### src/verilog/rgp_pkg.sv
package rgp_pkg;

    // Register offsets (byte addresses)
    localparam logic [7:0] RGP_A_PIN = 8'h00;
    localparam logic [7:0] RGP_A_TIMER = 8'h04;
    localparam logic [7:0] RGP_A_GPDATA = 8'h08;
    localparam logic [7:0] RGP_A_STAT = 8'h0c;
    localparam logic [7:0] RGP_A_SYSCTL = 8'h10;
    localparam logic [7:0] RGP_A_PMUCTL = 8'h14;
    localparam logic [7:0] RGP_A_CPURST = 8'h18;
    localparam logic [7:0] RGP_A_SCRATCH = 8'h1c;

    // Field positions
    localparam int RGP_F_PIN_POL = 4;
    localparam int RGP_F_SW_BIT = 0;
    localparam int RGP_F_WAKE_BIT = 0;
    localparam int RGP_F_CAUSE = 0;
    localparam int RGP_F_HELD = 1;
    localparam int RGP_F_SRC = 2;

    // Key that turns a write into a CPU restart request
    localparam logic [31:0] RGP_CPU_KEY = 32'h05fa0004;

    // Time factor: 7 bits, one unit is 4096 slow RC periods
    localparam int RGP_TFAC_W = 7;
    localparam logic [6:0] RGP_TFAC_MAX = 7'h7f;
    localparam logic [6:0] RGP_TFAC_RST = 7'h18;
    localparam int RGP_UNIT_LOG2 = 12;
    localparam int RGP_UNIT_TICKS = 4096;
    localparam int RGP_CNT_W = RGP_TFAC_W + RGP_UNIT_LOG2;
    localparam real RGP_LF_PERIOD_US = 31.25;
    localparam real RGP_UNIT_US = RGP_LF_PERIOD_US * RGP_UNIT_TICKS;

    // Reset line stretch in system clocks
    localparam logic [3:0] RGP_HOLD = 4'h8;
    localparam int RGP_GPIO_NUM = 12;

    typedef enum logic [2:0] {
        RGP_T_IDLE = 3'b001,
        RGP_T_RUN = 3'b010,
        RGP_T_HELD = 3'b100
    } rgp_tmr_e;

    typedef struct packed {
        logic [7:0] addr;
        logic [31:0] wdata;
        logic wr;
        logic rd;
    } rgp_bus_s;

    typedef struct packed {
        logic [3:0] pin_sel;
        logic pin_pol;
        logic [6:0] tfac;
        logic [31:0] gp_data;
        logic cause_por;
        logic sw_bit;
        logic wake_bit;
        logic [31:0] scratch;
        rgp_tmr_e tmr;
        logic [18:0] cnt;
        logic pad_q;
        logic src_q;
        logic trim_def;
        logic [3:0] por_cnt;
        logic [3:0] hw_cnt;
        logic [3:0] sw_cnt;
        logic boot;
        logic [31:0] rdata;
    } rgp_state_s;

    localparam rgp_state_s RGP_ST_RST = '{
        pin_sel: 4'h0, pin_pol: 1'b0, tfac: RGP_TFAC_RST, gp_data: 32'h0,
        cause_por: 1'b1, sw_bit: 1'b0, wake_bit: 1'b0, scratch: 32'h0,
        tmr: RGP_T_IDLE, cnt: 19'h0, pad_q: 1'b0, src_q: 1'b0,
        trim_def: 1'b0, por_cnt: RGP_HOLD, hw_cnt: 4'h0, sw_cnt: 4'h0,
        boot: 1'b0, rdata: 32'h0
    };

endpackage

### src/verilog/rgp_reset_gen.sv
// Added by the designer: the placing of the registers and the address-and-strobe port.
`timescale 1ns/100ps
// Overview of operation
// - Three reset lines come out: power-on, hardware and software.
// - Power-on reset when an enabled source stays active for the programmed delay.
// - Software reset is CPU key-write request OR the software restart bit.
// - Power-on reset holds until core and both battery supplies are good.
// - With restart-on-wake set, waking from deep sleep gives a hardware reset.
// - Power-on and hardware reset both lead to a cold boot start.
// - Pin select, timer, general data and cause flag clear only on power-on.
// - Control registers clear on power-on or hardware reset, not software.
// - All other registers clear on any of the three resets.
// - The reset pad can always cause power-on reset.
// - Time factor is seven bits, largest value all ones.
// - Delay is factor times 4096 slow RC periods.
// - Slow RC oscillator forced on while any source is asserted.
// - Pad trigger uses default RC trim, GPIO trigger uses trimmed setting.
// - Short pad pulse gives hardware reset, long one gives power-on reset.
// - Reset pad is active high.
// - Monitored GPIO keeps working as an ordinary GPIO.
// - Pin select holds GPIO number; zero disables GPIO source.
// - Polarity bit: zero active low, one active high.
// - Source released before expiry clears the timer to zero.
// - Pad expires once until released; GPIO source may expire again.
module rgp_reset_gen #(
    parameter int GPIO_NUM = rgp_pkg::RGP_GPIO_NUM,
    parameter logic [3:0] HOLD = rgp_pkg::RGP_HOLD
) (
    input wire logic i_sys_clk,
    input wire logic i_rst,
    input wire rgp_pkg::rgp_bus_s i_bus,
    output logic [31:0] o_rdata,
    input wire logic i_reset_pad,
    input wire logic [GPIO_NUM-1:0] i_gpio,
    input wire logic i_lf_tick,
    input wire logic i_vdd_ok,
    input wire logic i_vbat_high_ok,
    input wire logic i_vbat_low_ok,
    input wire logic i_wake,
    output logic o_por,
    output logic o_hw_rst,
    output logic o_sw_rst,
    output logic o_cold_boot,
    output logic o_rc_force_on,
    output logic o_rc_default_trim
);

    rgp_pkg::rgp_state_s st_reg;
    rgp_pkg::rgp_state_s st_next;

    logic [15:0] gpio_ext;
    logic [15:0] gpio_ok;
    logic g_act;
    logic src;
    logic run_ok;
    logic expire;
    logic hw_evt;
    logic por_now;
    logic hw_now;
    logic sw_now;
    logic cpu_req;
    logic por_l;
    logic hw_l;
    logic sw_l;
    logic supply_ok;
    logic [18:0] target;

    // Pins at GPIO_NUM and above read as absent
    assign gpio_ext = 16'(i_gpio);
    assign gpio_ok = 16'({GPIO_NUM{1'b1}});

    always_comb begin
        st_next = st_reg;
        // Only observed, never driven: the pin stays a GPIO
        g_act = (st_reg.pin_sel != 4'h0) && gpio_ok[st_reg.pin_sel]
            && (gpio_ext[st_reg.pin_sel] == st_reg.pin_pol);
        src = i_reset_pad | g_act;
        target = {st_reg.tfac, 12'h000};
        run_ok = (st_reg.tmr == rgp_pkg::RGP_T_RUN) || g_act;
        expire = 1'b0;
        hw_evt = 1'b0;

        unique case (st_reg.tmr)
            rgp_pkg::RGP_T_IDLE: begin
                st_next.cnt = 19'h0;
                if (src) begin
                    st_next.tmr = rgp_pkg::RGP_T_RUN;
                end
            end
            rgp_pkg::RGP_T_RUN, rgp_pkg::RGP_T_HELD: begin
                if (!src) begin
                    st_next.tmr = rgp_pkg::RGP_T_IDLE;
                    st_next.cnt = 19'h0;
                end else if (!run_ok) begin
                    // Pad held after its expiry and no GPIO source
                    st_next.cnt = 19'h0;
                end else if (st_reg.cnt == target) begin
                    expire = 1'b1;
                    st_next.cnt = 19'h0;
                    if (i_reset_pad) begin
                        st_next.tmr = rgp_pkg::RGP_T_HELD;
                    end
                end else if (i_lf_tick) begin
                    st_next.cnt = 19'(st_reg.cnt + 19'h1);
                end
                // Overlapping sources keep the elapsed time
                if (src && st_reg.tmr == rgp_pkg::RGP_T_HELD && !i_reset_pad) begin
                    st_next.tmr = rgp_pkg::RGP_T_RUN;
                end
            end
        endcase

        // Pad let go before the long time: short press
        if (st_reg.pad_q && !i_reset_pad && st_reg.tmr == rgp_pkg::RGP_T_RUN
            && !expire) begin
            hw_evt = 1'b1;
        end

        supply_ok = i_vdd_ok & i_vbat_high_ok & i_vbat_low_ok;
        por_now = !supply_ok | expire;
        hw_now = hw_evt | (i_wake & st_reg.wake_bit);
        cpu_req = i_bus.wr && (i_bus.addr == rgp_pkg::RGP_A_CPURST)
            && (i_bus.wdata == rgp_pkg::RGP_CPU_KEY);
        sw_now = cpu_req | st_reg.sw_bit;

        // Each line is stretched to HOLD clocks
        st_next.por_cnt = por_now ? HOLD
            : (st_reg.por_cnt != 4'h0 ? 4'(st_reg.por_cnt - 4'h1) : 4'h0);
        st_next.hw_cnt = hw_now ? HOLD
            : (st_reg.hw_cnt != 4'h0 ? 4'(st_reg.hw_cnt - 4'h1) : 4'h0);
        st_next.sw_cnt = sw_now ? HOLD
            : (st_reg.sw_cnt != 4'h0 ? 4'(st_reg.sw_cnt - 4'h1) : 4'h0);

        por_l = st_reg.por_cnt != 4'h0;
        hw_l = por_l | (st_reg.hw_cnt != 4'h0);
        sw_l = hw_l | (st_reg.sw_cnt != 4'h0);
        // Boot starts as the cold reset lets go
        st_next.boot = hw_l && (st_next.por_cnt == 4'h0) && (st_next.hw_cnt == 4'h0);

        st_next.src_q = src;
        st_next.trim_def = i_reset_pad;
        st_next.pad_q = i_reset_pad;
        // Bit self-clears once taken, else the restart would repeat
        if (st_reg.sw_bit) begin
            st_next.sw_bit = 1'b0;
        end

        if (i_bus.wr) begin
            unique case (i_bus.addr)
                rgp_pkg::RGP_A_PIN: begin
                    st_next.pin_sel = i_bus.wdata[3:0];
                    st_next.pin_pol = i_bus.wdata[rgp_pkg::RGP_F_PIN_POL];
                end
                rgp_pkg::RGP_A_TIMER: st_next.tfac = i_bus.wdata[6:0];
                rgp_pkg::RGP_A_GPDATA: st_next.gp_data = i_bus.wdata;
                rgp_pkg::RGP_A_STAT: begin
                    if (i_bus.wdata[rgp_pkg::RGP_F_CAUSE]) begin
                        st_next.cause_por = 1'b0;
                    end
                end
                rgp_pkg::RGP_A_SYSCTL: begin
                    st_next.sw_bit = i_bus.wdata[rgp_pkg::RGP_F_SW_BIT];
                end
                rgp_pkg::RGP_A_PMUCTL: begin
                    st_next.wake_bit = i_bus.wdata[rgp_pkg::RGP_F_WAKE_BIT];
                end
                rgp_pkg::RGP_A_SCRATCH: st_next.scratch = i_bus.wdata;
                default: begin
                end
            endcase
        end

        st_next.rdata = 32'h0;
        if (i_bus.rd) begin
            unique case (i_bus.addr)
                rgp_pkg::RGP_A_PIN: st_next.rdata = 32'({st_reg.pin_pol, st_reg.pin_sel});
                rgp_pkg::RGP_A_TIMER: st_next.rdata = 32'(st_reg.tfac);
                rgp_pkg::RGP_A_GPDATA: st_next.rdata = st_reg.gp_data;
                rgp_pkg::RGP_A_STAT: st_next.rdata = 32'({st_reg.src_q,
                    st_reg.tmr == rgp_pkg::RGP_T_HELD, st_reg.cause_por});
                rgp_pkg::RGP_A_SYSCTL: st_next.rdata = 32'(st_reg.sw_bit);
                rgp_pkg::RGP_A_PMUCTL: st_next.rdata = 32'(st_reg.wake_bit);
                rgp_pkg::RGP_A_SCRATCH: st_next.rdata = st_reg.scratch;
                default: st_next.rdata = 32'h0;
            endcase
        end

        // Scoped clears; later ones override bus writes
        if (sw_l) begin
            st_next.scratch = 32'h0;
        end
        if (hw_l) begin
            st_next.sw_bit = 1'b0;
            st_next.wake_bit = 1'b0;
        end
        if (por_l) begin
            st_next.pin_sel = 4'h0;
            st_next.pin_pol = 1'b0;
            st_next.tfac = rgp_pkg::RGP_TFAC_RST;
            st_next.gp_data = 32'h0;
            st_next.cause_por = 1'b1; // Set wins over a clear
        end
    end

    always_ff @(posedge i_sys_clk) begin
        if (i_rst) begin
            st_reg <= rgp_pkg::RGP_ST_RST;
        end else begin
            st_reg <= st_next;
        end
    end

    assign o_rdata = st_reg.rdata;
    assign o_por = st_reg.por_cnt != 4'h0;
    assign o_hw_rst = o_por | (st_reg.hw_cnt != 4'h0);
    assign o_sw_rst = o_hw_rst | (st_reg.sw_cnt != 4'h0);
    assign o_cold_boot = st_reg.boot;
    assign o_rc_force_on = st_reg.src_q;
    assign o_rc_default_trim = st_reg.trim_def;
endmodule // rgp_reset_gen

### config.mk
export PLATFORM = sky130hd
export DESIGN_NAME = rgp_reset_gen
export DESIGN_NICKNAME = d
export VERILOG_FILES = /design/src/verilog/rgp_pkg.sv /design/src/verilog/rgp_reset_gen.sv
export SDC_FILE = /design/constraint.sdc
export NUM_CORES = 1
export LEC_CHECK = 0
export ABC_CLOCK_PERIOD_IN_PS = 3490
export BUFFER_PORTS_ARGS = -buffer_cell sky130_fd_sc_hd__clkbuf_2
export CAP_MARGIN = 20
export CORE_MARGIN = 10
export CORE_UTILIZATION = 30
export CTS_BUF_LIST = sky130_fd_sc_hd__clkbuf_8 sky130_fd_sc_hd__clkbuf_16
export DETAILED_ROUTE_END_ITERATION = 10
export SLEW_MARGIN = 20
export SYNTH_ARGS = -nofsm -noshare
export SYNTH_HDL_FRONTEND = slang
export SYNTH_SLANG_ARGS = --single-unit
### constraint.sdc
create_clock -name i_sys_clk -period 3.49 [get_ports i_sys_clk]
set_clock_uncertainty 0.2 [all_clocks]
set_input_delay 0.8725 -clock i_sys_clk [delete_from_list [all_inputs] [get_ports i_sys_clk]]
set_output_delay 0.8725 -clock i_sys_clk [all_outputs]
set_load 0.005 [all_outputs]
# After elaboration in Yosys (flattened, before gate mapping)
# Memory sizes are Yosys's and may differ from the RTL's. A register that Yosys moved wholly into a read port is not among the register bits.
# Cells that the tools add are included.
# word_totals
ff_bits	148
inputBits	62
elab_cells	118
rom_bits	16
output_inout_bits	38
n_memories	1
# memory_table
memory	words	width	read_ports	rd_clocked_by_memory_dff	write_ports	line	source
(no name shown)	16	1	1	1	0	rgp_reset_gen.sv:75	g_act = (st_reg.pin_sel != 4'h0) && gpio_ok[st_reg.pin_sel]
# classes
n_eq_ne	18
add_sub_neg	4
mux	27
n_bitwise	13
n_lt_le_gt_ge	1
reduce_logical	36
# op_table
op	n
one-hot mux 32 bit (7 select lines)	1
two-way mux 19 bit	3
one-hot mux 22 bit (2 select lines)	1
== test 32 x 27 -> 1 bit, second input constant	1
== test 8 x 5 -> 1 bit, second input constant	4
two-way mux 4 bit	8
two-way mux 22 bit	1
adder 19 x 1 -> 19 bit, second input constant	1
== test 19 bit	1
== test 8 x 4 -> 1 bit, second input constant	2
nonzero test 4 bit	4
two-way mux 3 bit	5
inequality test 4 bit, second input constant	3
subtractor 4 x 1 -> 4 bit, second input constant	3
logical AND 1 bit	11
AND reduction 2 bit	5
OR reduction 2 bit	5
== test 8 x 3 -> 1 bit, second input constant	1
zero test 4 bit	2
zero test 8 bit	1
two-way mux 1 bit	7
bitwise OR 1 bit	6
less-than comparator 4 x 5 -> 1 bit, second input constant	1
inequality test 5 bit, second input constant	1
14 further kinds	21

# Depth between registers and ports, before layout
# Gate-level depths: netlist of the first run.
# logic_depth
ltp_word	15
ltp_mapped	9
ltp_nobuf	8

# Least setup slack after synthesis of the first run
# Ideal clock, no wire load.
# synth_timing
kind	input -> register
startpoint	input port i_bus[41] in the netlist's numbering
endpoint	register st_reg[100] in the netlist's numbering
stages	8
setup_ns	0.132
required_time_ns	3.158
setup_slack_ns	0.596
t_arrival_ns	2.562
n_path_buf	2
path_cell_list	or4_1 > nor2_1 > and4_1 > clkbuf_1 > nand2_1 > clkbuf_1 > nand2_1 > a21oi_1
# synth_via
elab_chain_cells	2
# synth_lines
element	line	source
from (decl)	rgp_reset_gen.sv:31	input wire rgp_pkg::rgp_bus_s i_bus,
== test 8 x 5 -> 1 bit	rgp_reset_gen.sv:149	unique case (i_bus.addr)
AND reduction 2 bit (no source line)	-	
to (signal assigned)	rgp_reset_gen.sv:207	st_reg <= rgp_pkg::RGP_ST_RST;
to (signal assigned)	rgp_reset_gen.sv:209	st_reg <= st_next;
to (decl)	rgp_reset_gen.sv:48	rgp_pkg::rgp_state_s st_reg;
# No other way between the ends.
# A chain may end at the register's enable or synchronous reset.

# Worst setup path after layout of the first run
# layout_timing
startpoint	register st_reg[146] in the netlist's numbering
endpoint	register st_reg[54] in the netlist's numbering
# layout_via
elab_chain_cells	8
elab_cells_between_ends	12
classes_between	eq/ne (2); mux (5); bitwise (1); reduce/logical (4)
# layout_lines
element	line	source
binary-select mux 1 bit (select 4 bit)	rgp_reset_gen.sv:76	&& (gpio_ext[st_reg.pin_sel] == st_reg.pin_pol);
two-way mux 1 bit (not written as such)	rgp_reset_gen.sv:76	
== test 1 bit	rgp_reset_gen.sv:76	
logical AND 1 bit (*)	rgp_reset_gen.sv:76	
logical OR 1 bit	rgp_reset_gen.sv:79	run_ok = (st_reg.tmr == rgp_pkg::RGP_T_RUN) || g_act;
two-way mux 19 bit	rgp_reset_gen.sv:94	end else if (!run_ok) begin
two-way mux 22 bit	rgp_reset_gen.sv:91	if (!src) begin
one-hot mux 22 bit (2 select lines)	rgp_reset_gen.sv:83	unique case (st_reg.tmr)
# Every way passes the cells marked *; elsewhere a longest branch is shown, timed or not. The select of a mux whose other input is x is not followed.

==> results of run 1 <==
[worst paths after layout]
check | startpoint | to | cells past startpoint
setup / recovery | st_reg[146] | st_reg[54] | 6
hold reg to reg | st_reg[33] | st_reg[33] | 1
setup reg to reg | st_reg[146] | st_reg[54] | 6
hold / removal | st_reg[33] | st_reg[33] | 1
[through the flow]
step                      cells  instance area [sq um]  total power, mW  hold slack (ps)  worst slack (ps)
final                      1135                   7736            3.929            242.9             434.5
after global routing       1135                   7736            4.086            246.3             267.4
after CTS                  1135                   7736            3.957            238.7             420.8
after detailed placement   1103                   7146            2.135            224.7             178.9
after global placement     1103                   7146            2.127            223.1             258.7
after floorplan             788                   6590            2.021            207.4             595.8
[critical path, stage by stage (launching register included)]
cell and delay, ps:
sky130_fd_sc_hd__dfxtp_1 630, sky130_fd_sc_hd__mux2i_1 140, sky130_fd_sc_hd__mux4_2 540, sky130_fd_sc_hd__mux2_4 370, sky130_fd_sc_hd__o21ai_4 260, sky130_fd_sc_hd__a211o_1 620
sky130_fd_sc_hd__nor4_1 140
[synth_stat cells (all sizes together) (15+ instances only)]
cell | n | area share, %
a22oi | 29 | 3.3
buf | 42 | 4.4
nand3 | 50 | 3.8
mux2i | 23 | 3.5
nor2 | 71 | 4.0
a21oi | 73 | 5.5
nor3 | 23 | 1.7
dfxtp | 149 | 45
nand2 | 125 | 7.1
o21ai | 15 | 1.3
clkbuf | 37 | 2.1
inv | 19 | 1.1
[layout make-up]
class	count	area [sq um]	share of cell area, %
sequential	149	2983	38.56
clock buffer	18	439.2	5.677
timing repair buffer	114	633.1	8.184
inverter	19	71.32	0.9219
tap	280	350.3	4.529
clock inverter	14	151.4	1.957
multi-input combinational	541	3108	40.17
[power groups by stage]
stage / clock [mW] / sequential (mW) / combinational (mW)
floorplan: 0 / 1.80 / 0.217
global placement: 0 / 1.81 / 0.317
finish: 1.83 / 1.77 / 0.321
global route: 1.94 / 1.78 / 0.365
CTS: 1.86 / 1.77 / 0.324
detailed placement: 0 / 1.81 / 0.324
[routing by layer]
| metal | global-route usage, % | up-vias |
|---|---|---|
| met3 | 3.283 | 17 |
| li1 | - | 2828 |
| met2 | 19.81 | 147 |
| met4 | 3.899 | 2 |
| met1 | 16.09 | 2679 |
| met5 | 0 | - |
[kinds of logic (layout without fill, tap and decap cells)]
group | after synthesis | count (layout) | share of synthesized area, %
xor gates and xnor gates | 19 | 19 | 2.525
DFF | 149 | 149 | 45.26
adders and majority gates | 5 | 5 | 0.9493
AOI/OAI and AO/OA | 150 | 150 | 14.47
muxes | 30 | 30 | 5.487
and+or+nand+nor | 337 | 337 | 23.71
buffers and inverters | 98 | 165 | 7.594
==> results.md, run 1 <==
* Clock insertion delay at the later pin of the skew report at roughly 420 ps
* End-of-flow core utilization at approximately 36%
* Floorplan core area at between 20000 and 25000 sq um
* Power Dens Cells at 507.8 nW/um^2
* Routed wire length on met3 at around 1100 um
* Filler instances at between 2000 and 2500
* Maxcap violations at 0
* Met2 layer wire length in the routed design at ~8300 um
* Number of violations reported at the end of detailed-routing iteration 0 at between 400 and 500
* Vias in the first global route at 5621
* Average footprint of a synthesized cell at ~8.4 sq um
* Sum of routed wire segments on met1 at between 8000 and 9000 um
* Max reg flops at ~110
* Number of endpoints failing setup at the final stage at 0
* Die Footprint at 28290 sq um
* Vias per std cell at between 4 and 5
* Antenna Cells at 0
* Total number of clock tree sinks at 149
* First-pass GRT wire length at approximately 29000 um
* Path category of the worst min-delay check: flip-flop to flip-flop
* Static power due to leakage at 2.685 nW
* Core Rows at 54
* Pins over their slew limit at 0
* Antenna violations before repair at 1
* Cell count after synthesis at roughly 790
* Number of antenna-violating nets in the routed design at 0
* Final cycle utilization of the critical path at between 80 and 90%
* Hold_buf cts at 0
* Crit Path Class: flip-flop to flip-flop
* Number of buffer cells added on primary ports at between 90 and 100
* Number of flops mapped to enable cells by yosys at 0
* First drt pass iteration count at 5
* Count of state elements after synthesis at ~150
* Syn Nets at about 860
* Buffer levels on the longest clock path at 2
* Master cell of the clock root buffer: sky130_fd_sc_hd__clkbuf_16
* Worst-margin pin slew at 686.5 ps
* Fraction of synthesis flops using an asynchronous set or reset pin at 0%
* Final count of hold timing violations at 0
* Peak Freq at roughly 0.33 GHz
* R2R setup slack at 430 ps
* Most frequent cells in the layout: 149 x sky130_fd_sc_hd__dfxtp_1, 125 x sky130_fd_sc_hd__nand2_1, 99 x sky130_fd_sc_hd__clkbuf_2
* Post-CTS clock slew at the launch and capture registers of the worst setup and hold paths at 60 ps
* DIE WIDTH at 168.2 um
* Clock group share of total power at between 40% and 50%
* Clock tree from TritonCTS: built
* NetSw at about 980 uW
* Sequential area share after synthesis at roughly 45%
* Total Routed Length at 17940 um
* DR WL/cell at between 15 and 20 um
* Number of levels the H-tree was split into at 4
* Warnings from Yosys at 0
* Final GP Congestion at a little over 0.8
* Top Metal Used: met5
* Period minus WS final at between 3000 and 4000 ps
* Required time worst endpoint at ~3600 ps
* Launching element type of the critical path: flip-flop
* Final Net Count at a little over 900
* Arrival time at the worst endpoint at ~3100 ps
* Area of the mapped netlist at about 6600 sq um
* Sequential share of power at between 40% and 50%
* Boundary Pins at 100
* Fraction of layout instances using a drive strength above 1 at a little under a fifth
* Combinational power share at under 10%
* Kind of capture point of the worst setup path: flip-flop
* Num CTS Buffers at 17
* Chip Height at 168.2 um
* Starting Density at around 30%
* Final HPWL from detailed placement at between 10000 and 15000 um
* Dominant synthesized flop cell: sky130_fd_sc_hd__dfxtp_1
* Total GRT Usage at 12.46%
* Cells resized by post-CTS repair at 0
* Leading cell type in the layout, fill and taps excluded: sky130_fd_sc_hd__dfxtp_1
* Top fanout value on the critical path at 19
* Largest net degree at the start of global routing at 43
* Detailed-route DRC error count at 0
* Count of unique library cells instantiated by Yosys at 54
* Maximum ir drop on the vdd rail at about 0.00026 V
* Relative area change from synthesis to final layout at 17.39%
* Sw frac at between 20% and 30%
* Post-CTS Repair Setup Buffers at 0
* RSZ-0062 raised after global routing: false
* Internal cell power at between 2 and 3 mW
* Total congestion overflow after global routing at 0
* Vias at between 5000 and 6000
* Run status: finished clean
* Final TNS setup at 0 ps
* Relative slew margins at 54.23%
No activity file was read; power rests on OpenSTA's default activity.
==> run 2, diff against run 1 <==
PLACE_DENSITY = 0.5   (was default)
==> run 2 against run 1 <==
  * Critical path type is now flip-flop to output port
  * First-iteration DRC count decreased by 17%
  * Sequential share of layout area about the same
  * Critical endpoint is now o_sw_rst
  * Highest routed layer is now met4
  * Die area did not move
==> results.md, run 2 (synthesis results as in run 1) <==
* Path category of the worst min-delay check: flip-flop to flip-flop (unchanged)
* Max reg flops at 113 (unchanged)
* Final cycle utilization of the critical path at 84.19% (was 87.55%)
* Final HPWL from detailed placement at 12810 um (was 12610 um)
* End point of the worst hold path: st_reg[33] (unchanged)
* Master cell of the clock root buffer: sky130_fd_sc_hd__clkbuf_16 (unchanged)
* Die Footprint at 28290 sq um (unchanged)
* NetSw at 1.048 mW (was 977.0 uW)
* Detailed-route DRC error count at 0 (unchanged)
* Relative area change from synthesis to final layout at 17.26% (was 17.39%)
* Crit Path Class: flip-flop to output port (was flip-flop to flip-flop)
* Total power consumption of the routed design at 3.864 mW (was 3.929 mW)
* Num CTS Buffers at 17 (unchanged)
* Number of violations reported at the end of detailed-routing iteration 0 at 351 (was 425)
* End-of-flow core utilization at 35.63% (was 35.67%)
* Maximum ir drop on the vdd rail at 0.0002812 V (was 0.0002642 V)
* Buf/Inv on CP at 2 (was 0)
* Antenna Cells at 0 (unchanged)
* Sw frac at 27.11% (was 24.87%)
* Vias in the first global route at 5503 (was 5621)
* Power Dens Cells at 500.0 nW/um^2 (was 507.8 nW/um^2)
* Floorplan core area at 21690 sq um (unchanged)
* Final TNS setup at 0 ps (unchanged)
* Clock tree from TritonCTS: built (unchanged)
* Launching element type of the critical path: flip-flop (unchanged)
* Cells resized by post-CTS repair at 0 (unchanged)
* Boundary Pins at 100 (unchanged)
* Fraction of layout instances using a drive strength above 1 at 19.21% (was 18.60%)
* Placed Instances at 1107 (was 1103)
* Crit-path slowest cell: sky130_fd_sc_hd__nor2_1 (was sky130_fd_sc_hd__dfxtp_1)
* Number of buffer cells added on primary ports at 99 (unchanged)
* Cell family contributing the most delay on the critical path: simple AND/OR/NAND/NOR gates (was multiplexers)
* Clock insertion delay at the later pin of the skew report at 430 ps (was 420 ps)
* Maxcap violations at 0 (unchanged)
* Hold path start: st_reg[33] (unchanged)
* Leading cell type in the layout, fill and taps excluded: sky130_fd_sc_hd__dfxtp_1 (unchanged)
* Slowest Stage Delay on Critical Path at 390 ps (was 630 ps)
* Post-CTS clock slew at the launch and capture registers of the worst setup and hold paths at 60 ps (about the same)
* Internal cell power at 2.816 mW (was 2.952 mW)
* Antenna violations before repair at 0 (was 1)
* Vias per std cell at 4.922 (was 4.998)
* Core Rows at 54 (unchanged)
* Peak Freq at 0.3403 GHz (was 0.3273 GHz)
* Relative slew margins at 59.44% (was 54.23%)
* Clock group share of total power at 45.7% (was 46.7%)
* Kind of capture point of the worst setup path: output port (was flip-flop)
* Pins over their slew limit at 0 (unchanged)
* Top fanout value on the critical path at 6 (was 19)
* DR WL/cell at 16.17 um (was 15.80 um)
* Worst reg2reg startpoint: st_reg[146] (unchanged)
* Number of standard cells in the layout, taps in and fillers out at 1139 (was 1135)
* Final GP Congestion at 0.7900 (was 0.8168)
* Vias at 5606 (was 5673)
* Worst-margin pin slew at 603.7 ps (was 686.5 ps)
* Sequential share of power at 45.9% (was 45.2%)
* Hold Path Cell Cnt at 1 (unchanged)
* Run status: finished clean (unchanged)
* Arrival time at the worst endpoint at 1870 ps (was 3130 ps)
* Total Routed Length at 18420 um (was 17940 um)
* Length in cells of the worst reg-to-reg path at 7 (was 6)
* DIE WIDTH at 168.2 um (unchanged)
* Endpoint of the lowest-slack register-to-register path: st_reg[58] (was st_reg[54])
* Number of antenna-violating nets in the routed design at 0 (unchanged)
* Number of endpoints failing setup at the final stage at 0 (unchanged)
* Cell-by-cell trace of the critical path: inv_1 > ha_1 > nand2b_1 > nor2_1 > nand3_1 > clkbuf_2 (was mux2i_1 > mux4_2 > mux2_4 > o21ai_4 > a211o_1 > nor4_1)
* Period minus WS final at 2938 ps (was 3056 ps)
* R2R setup slack at 680 ps (was 430 ps)
* Total number of clock tree sinks at 149 (unchanged)
* Final Net Count at 913 (was 909)
* Largest net degree at the start of global routing at 54 (was 43)
* Static power due to leakage at 2.680 nW (was 2.685 nW)
* Final count of hold timing violations at 0 (unchanged)
* Starting Density at 30.39% (unchanged)
* Total GRT Usage at 12.82% (was 12.46%)
* First-pass GRT wire length at 29610 um (was 29330 um)
* Combinational power share at 8.4% (was 8.2%)
* Post-CTS Repair Setup Buffers at 0 (unchanged)
* Buffer levels on the longest clock path at 2 (unchanged)
* Most frequent cells in the layout: 149 x sky130_fd_sc_hd__dfxtp_1, 125 x sky130_fd_sc_hd__nand2_1, 99 x sky130_fd_sc_hd__clkbuf_2 (unchanged)
* Number of levels the H-tree was split into at 4 (unchanged)
* Total congestion overflow after global routing at 0 (unchanged)
* Chip Height at 168.2 um (unchanged)
* Required time worst endpoint at 2420 ps (was 3570 ps)
* Hold_buf cts at 0 (unchanged)
* First drt pass iteration count at 5 (unchanged)
* RSZ-0062 raised after global routing: false (unchanged)
* Placed Instance Area at 7163 sq um (was 7146 sq um)
* Post-route cell area at 7727 sq um (was 7736 sq um)
-- run 2: power by group through the flow --
stage / Combinational [mW] / Sequential [mW] / Clock (mW)
finish: 0.326 / 1.77 / 1.77
global route: 0.374 / 1.78 / 1.88
CTS: 0.330 / 1.77 / 1.81
detailed placement: 0.328 / 1.81 / 0
global placement: 0.328 / 1.81 / 0
floorplan: 0.217 / 1.80 / 0
-- run 2: cell type report --
cell class	instances	area, sq um
Fill cell	2281	13960
Multi-Input combinational cell	541	3108
Sequential cell	149	2983
Timing Repair Buffer	118	650.6
Clock buffer	17	425.4
Tap cell	280	350.3
Clock inverter	15	138.9
Inverter	19	71.32
-- run 2: routing by layer --
metal	GRT usage, %	wire [um]	vias up
met2	19.07	8236	125
met4	4.580	266	0
met5	0	0	-
met3	3.423	1042	17
li1	-	-	2844
met1	17.39	8870	2620
-- run 2: how the worst max path moves through the flow --
stage | slack, ps | from | endpoint | depth (start not counted)
final | 550 | st_reg[41] | o_sw_rst | 6
after global routing | 400 | st_reg[41] | o_sw_rst | 6
after CTS | 520 | st_reg[41] | o_sw_rst | 6
after detailed placement | 360 | i_bus[41] | st_reg[35] | 8
after global placement | 360 | i_bus[41] | st_reg[35] | 8
after floorplan | 600 | i_bus[41] | st_reg[100] | 8
-- run 2: worst register-to-register path, delay by kind of cell, from the launching register on --
kind,cells,cell delay (ps)
AO/OA/AOI/OAI,3,660
buffers and inverters,1,210
flip-flops,1,590
multiplexers,3,1020
-- run 2: through the flow --
| step | setup slack (ps) | hold WS [ps] |
|---|---|---|
| 3_3_place_gp | 362.6 | 226.1 |
| 5_1_grt | 402.9 | 260.6 |
| 3_5_place_dp | 360.1 | 232.5 |
| 6_report | 551.6 | 236.2 |
| 2_1_floorplan | 595.8 | 207.4 |
| 4_1_cts | 520.0 | 245.1 |
==> run 3, diff against run 2 <==
ABC_CLOCK_PERIOD_IN_PS = 2400   (was 3490)
PLACE_DENSITY = 0.52   (was 0.5)
clock period = 2.4 ns   (was 3.49 ns; I/O delays follow)
==> run 3 against run 2 <==
  * Worst setup slack got worse by 550 ps
  * Non-clock buffer count up 35
  * Cell area rose by 7.5%
  * Sequential power is 46% higher
  * Count of clock-buffer cells in the layout rose by 5
  * Cell count increased by 3.1%
  * Critical path depth stayed put
  * Critical endpoint is now st_reg[68]
  * Largest power group unchanged
==> results.md, run 3 (synthesis results as in run 1) <==
* Worst reg2reg startpoint: st_reg[146] (unchanged)
* DIE WIDTH at 168.2 um (unchanged)
* R2R setup slack at 4 ps (was 680 ps)
* Number of levels the H-tree was split into at 4 (unchanged)
* Clock tree from TritonCTS: built (unchanged)
* Path category of the worst min-delay check: input pin to flip-flop (was flip-flop to flip-flop)
* Antenna Cells at 0 (unchanged)
* Pins over their slew limit at 0 (unchanged)
* Total GRT Usage at 13.19% (was 12.82%)
* Slowest Stage Delay on Critical Path at 510 ps (was 390 ps)
* Crit-path slowest cell: sky130_fd_sc_hd__mux4_2 (was sky130_fd_sc_hd__nor2_1)
* Critical Path Sink: st_reg[68] (was o_sw_rst)
* Max reg flops at 113 (unchanged)
* RSZ-0062 raised after global routing: true (was false)
* Number of antenna-violating nets in the routed design at 0 (unchanged)
* Final Net Count at 948 (was 913)
* Fraction of layout instances using a drive strength above 1 at 25.17% (was 19.21%)
* Maximum ir drop on the vdd rail at 0.0002914 V (was 0.0002812 V)
* Final cycle utilization of the critical path at between 90% and 100%
* Worst-margin pin slew at 501.5 ps (was 603.7 ps)
* First drt pass iteration count at 5 (unchanged)
* Launching element type of the critical path: flip-flop (unchanged)
* Endpoint of the lowest-slack register-to-register path: st_reg[68] (was st_reg[58])
* Cell-by-cell trace of the critical path: mux2i_1 > mux4_2 > mux2_4 > or2_4 > a211o_1 > a211oi_2 (was inv_1 > ha_1 > nand2b_1 > nor2_1 > nand3_1 > clkbuf_2)
* Final GP Congestion at 0.8173 (was 0.7900)
* Final count of hold timing violations at 0 (unchanged)
* Clock insertion delay at the later pin of the skew report at 430 ps (about the same)
* Largest net degree at the start of global routing at 43 (was 54)
* Crit Path Class: flip-flop to flip-flop (was flip-flop to output port)
* Vias in the first global route at 5571 (was 5503)
* Number of violations reported at the end of detailed-routing iteration 0 at 385 (was 351)
* Antenna violations before repair at 0 (unchanged)
* Static power due to leakage at 2.933 nW (was 2.680 nW)
* Worst setup path start: st_reg[146] (was st_reg[41])
* Die Footprint at 28290 sq um (unchanged)
* Power Dens Cells at 693.3 nW/um^2 (was 500.0 nW/um^2)
* Number of buffer cells added on primary ports at 99 (unchanged)
* End-of-flow core utilization at 38.29% (was 35.63%)
* Total Routed Length at 18880 um (was 18420 um)
* Maxcap violations at 0 (unchanged)
* Post-CTS clock slew at the launch and capture registers of the worst setup and hold paths at 70 ps (was 60 ps)
* Leading cell type in the layout, fill and taps excluded: sky130_fd_sc_hd__dfxtp_1 (unchanged)
* Boundary Pins at 100 (unchanged)
* First-pass GRT wire length at 30710 um (was 29610 um)
* Peak Freq at 0.4173 GHz
* Length in cells of the worst reg-to-reg path at 6 (was 7)
* Most frequent cells in the layout: 147 x sky130_fd_sc_hd__dfxtp_1, 123 x sky130_fd_sc_hd__nand2_1, 99 x sky130_fd_sc_hd__clkbuf_2 (was 149 x sky130_fd_sc_hd__dfxtp_1, 125 x sky130_fd_sc_hd__nand2_1, 99 x sky130_fd_sc_hd__clkbuf_2)
* Master cell of the clock root buffer: sky130_fd_sc_hd__clkbuf_16 (unchanged)
* Total number of clock tree sinks at 149 (unchanged)
* Num CTS Buffers at 17 (unchanged)
* Arrival time at the worst endpoint at 2540 ps (was 1870 ps)
* Core Rows at 54 (unchanged)
* Required time worst endpoint at 2550 ps (was 2420 ps)
* Floorplan core area at 21690 sq um (unchanged)
* Vias at 5762 (was 5606)
* Filler instances at 2248 (was 2281)
* Chip Height at 168.2 um (unchanged)
* DR WL/cell at 16.08 um (was 16.17 um)
* Total congestion overflow after global routing at 0 (unchanged)
* Period minus WS final at 2396 ps
* Starting Density at 30.39% (unchanged)
* Buffer levels on the longest clock path at 2 (unchanged)
* Vias per std cell at 4.908 (was 4.922)
* Number of endpoints failing setup at the final stage at 0 (unchanged)
* Kind of capture point of the worst setup path: flip-flop (was output port)
* Final TNS setup at 0 ps (unchanged)
* Run status: finished clean (unchanged)
* Detailed-route DRC error count at 0 (unchanged)
* Relative area change from synthesis to final layout at 26.03% (was 17.26%)
* Final HPWL from detailed placement at 13200 um (was 12810 um)
* Top fanout value on the critical path at 7 (was 6)
* Relative slew margins at 66.56% (was 59.44%)
[run 3: changes by cell type in the layout (fill, tap and decap cells not counted), moves of 3 or more]
cell,change
sky130_fd_sc_hd__buf_4,+25
sky130_fd_sc_hd__buf_12,+9
sky130_fd_sc_hd__a211oi_1,-6
sky130_fd_sc_hd__a211oi_2,+6
sky130_fd_sc_hd__clkbuf_8,+5
sky130_fd_sc_hd__a2111oi_4,+4
sky130_fd_sc_hd__a2111oi_2,-3
sky130_fd_sc_hd__nor2_1,-3
sky130_fd_sc_hd__nor3_1,-3
sky130_fd_sc_hd__nor3_2,+3
[run 3: stage by stage]
step	worst slack, ps	power (mW)	hold WS, ps	cells	area (sq um)
detailed placement	-283.7	3.187	228.5	1139	7548
global placement	-264.2	3.184	224.7	1139	7548
CTS	-0.5302	5.809	198.8	1173	8179
finish	3.608	5.758	218.6	1174	8305
floorplan	-77.96	2.945	207.4	788	6686
global route	-78.98	6.013	208.2	1174	8305
[run 3: how the worst min path moves through the flow]
stage / cells past startpoint / from / end
2_1_floorplan: 1 / st_reg[33] / st_reg[33]
6_report: 3 / i_bus[26] / st_reg[129]
3_3_place_gp: 1 / st_reg[33] / st_reg[33]
5_1_grt: 3 / i_bus[26] / st_reg[129]
4_1_cts: 3 / i_bus[16] / st_reg[119]
3_5_place_dp: 1 / st_reg[33] / st_reg[33]
[run 3: layout make-up]
class	count	area [sq um]	area share, %
clock buffers	22	494.2	5.951
clock inverters	10	87.58	1.055
repair buffers	153	1030	12.40
flip-flops and latches	149	2990	36.00
multi-input cells	541	3282	39.51
inverters	19	71.32	0.8587
well taps	280	350.3	4.218
[run 3: report_power, final]
part,switching (mW),internal [mW],leakage [nW]
logic,0.322,0.276,1.45
registers,0.0513,2.53,1.20
clock network,1.09,1.48,0.282
total,1.47,4.29,2.93
[run 3: layer usage]
metal | part of all wire (%) | up-vias | GRT usage (%)
met5 | 0 | - | 0
li1 | - | 2907 | -
met1 | 48 | 2705 | 17.81
met3 | 5.0 | 13 | 3.283
met4 | 1.1 | 0 | 4.201
met2 | 46 | 137 | 20.10
[run 3: worst max-delay path, delay by kind of cell (launching register included)]
family | cells | cell delay (ps)
multiplexers | 3 | 1000
AO/OA/AOI/OAI | 2 | 470
flip-flops | 1 | 380
AND/OR/NAND/NOR | 1 | 260
[run 3: timing repair]
item	CTS	global route
gates cloned	0	0
endpoints found under the setup margin	32	17
pin swaps	1	7
endpoints found under the hold margin	0	0
buffers inserted	2	1
resized for setup	7	20
hold buffers	0	0
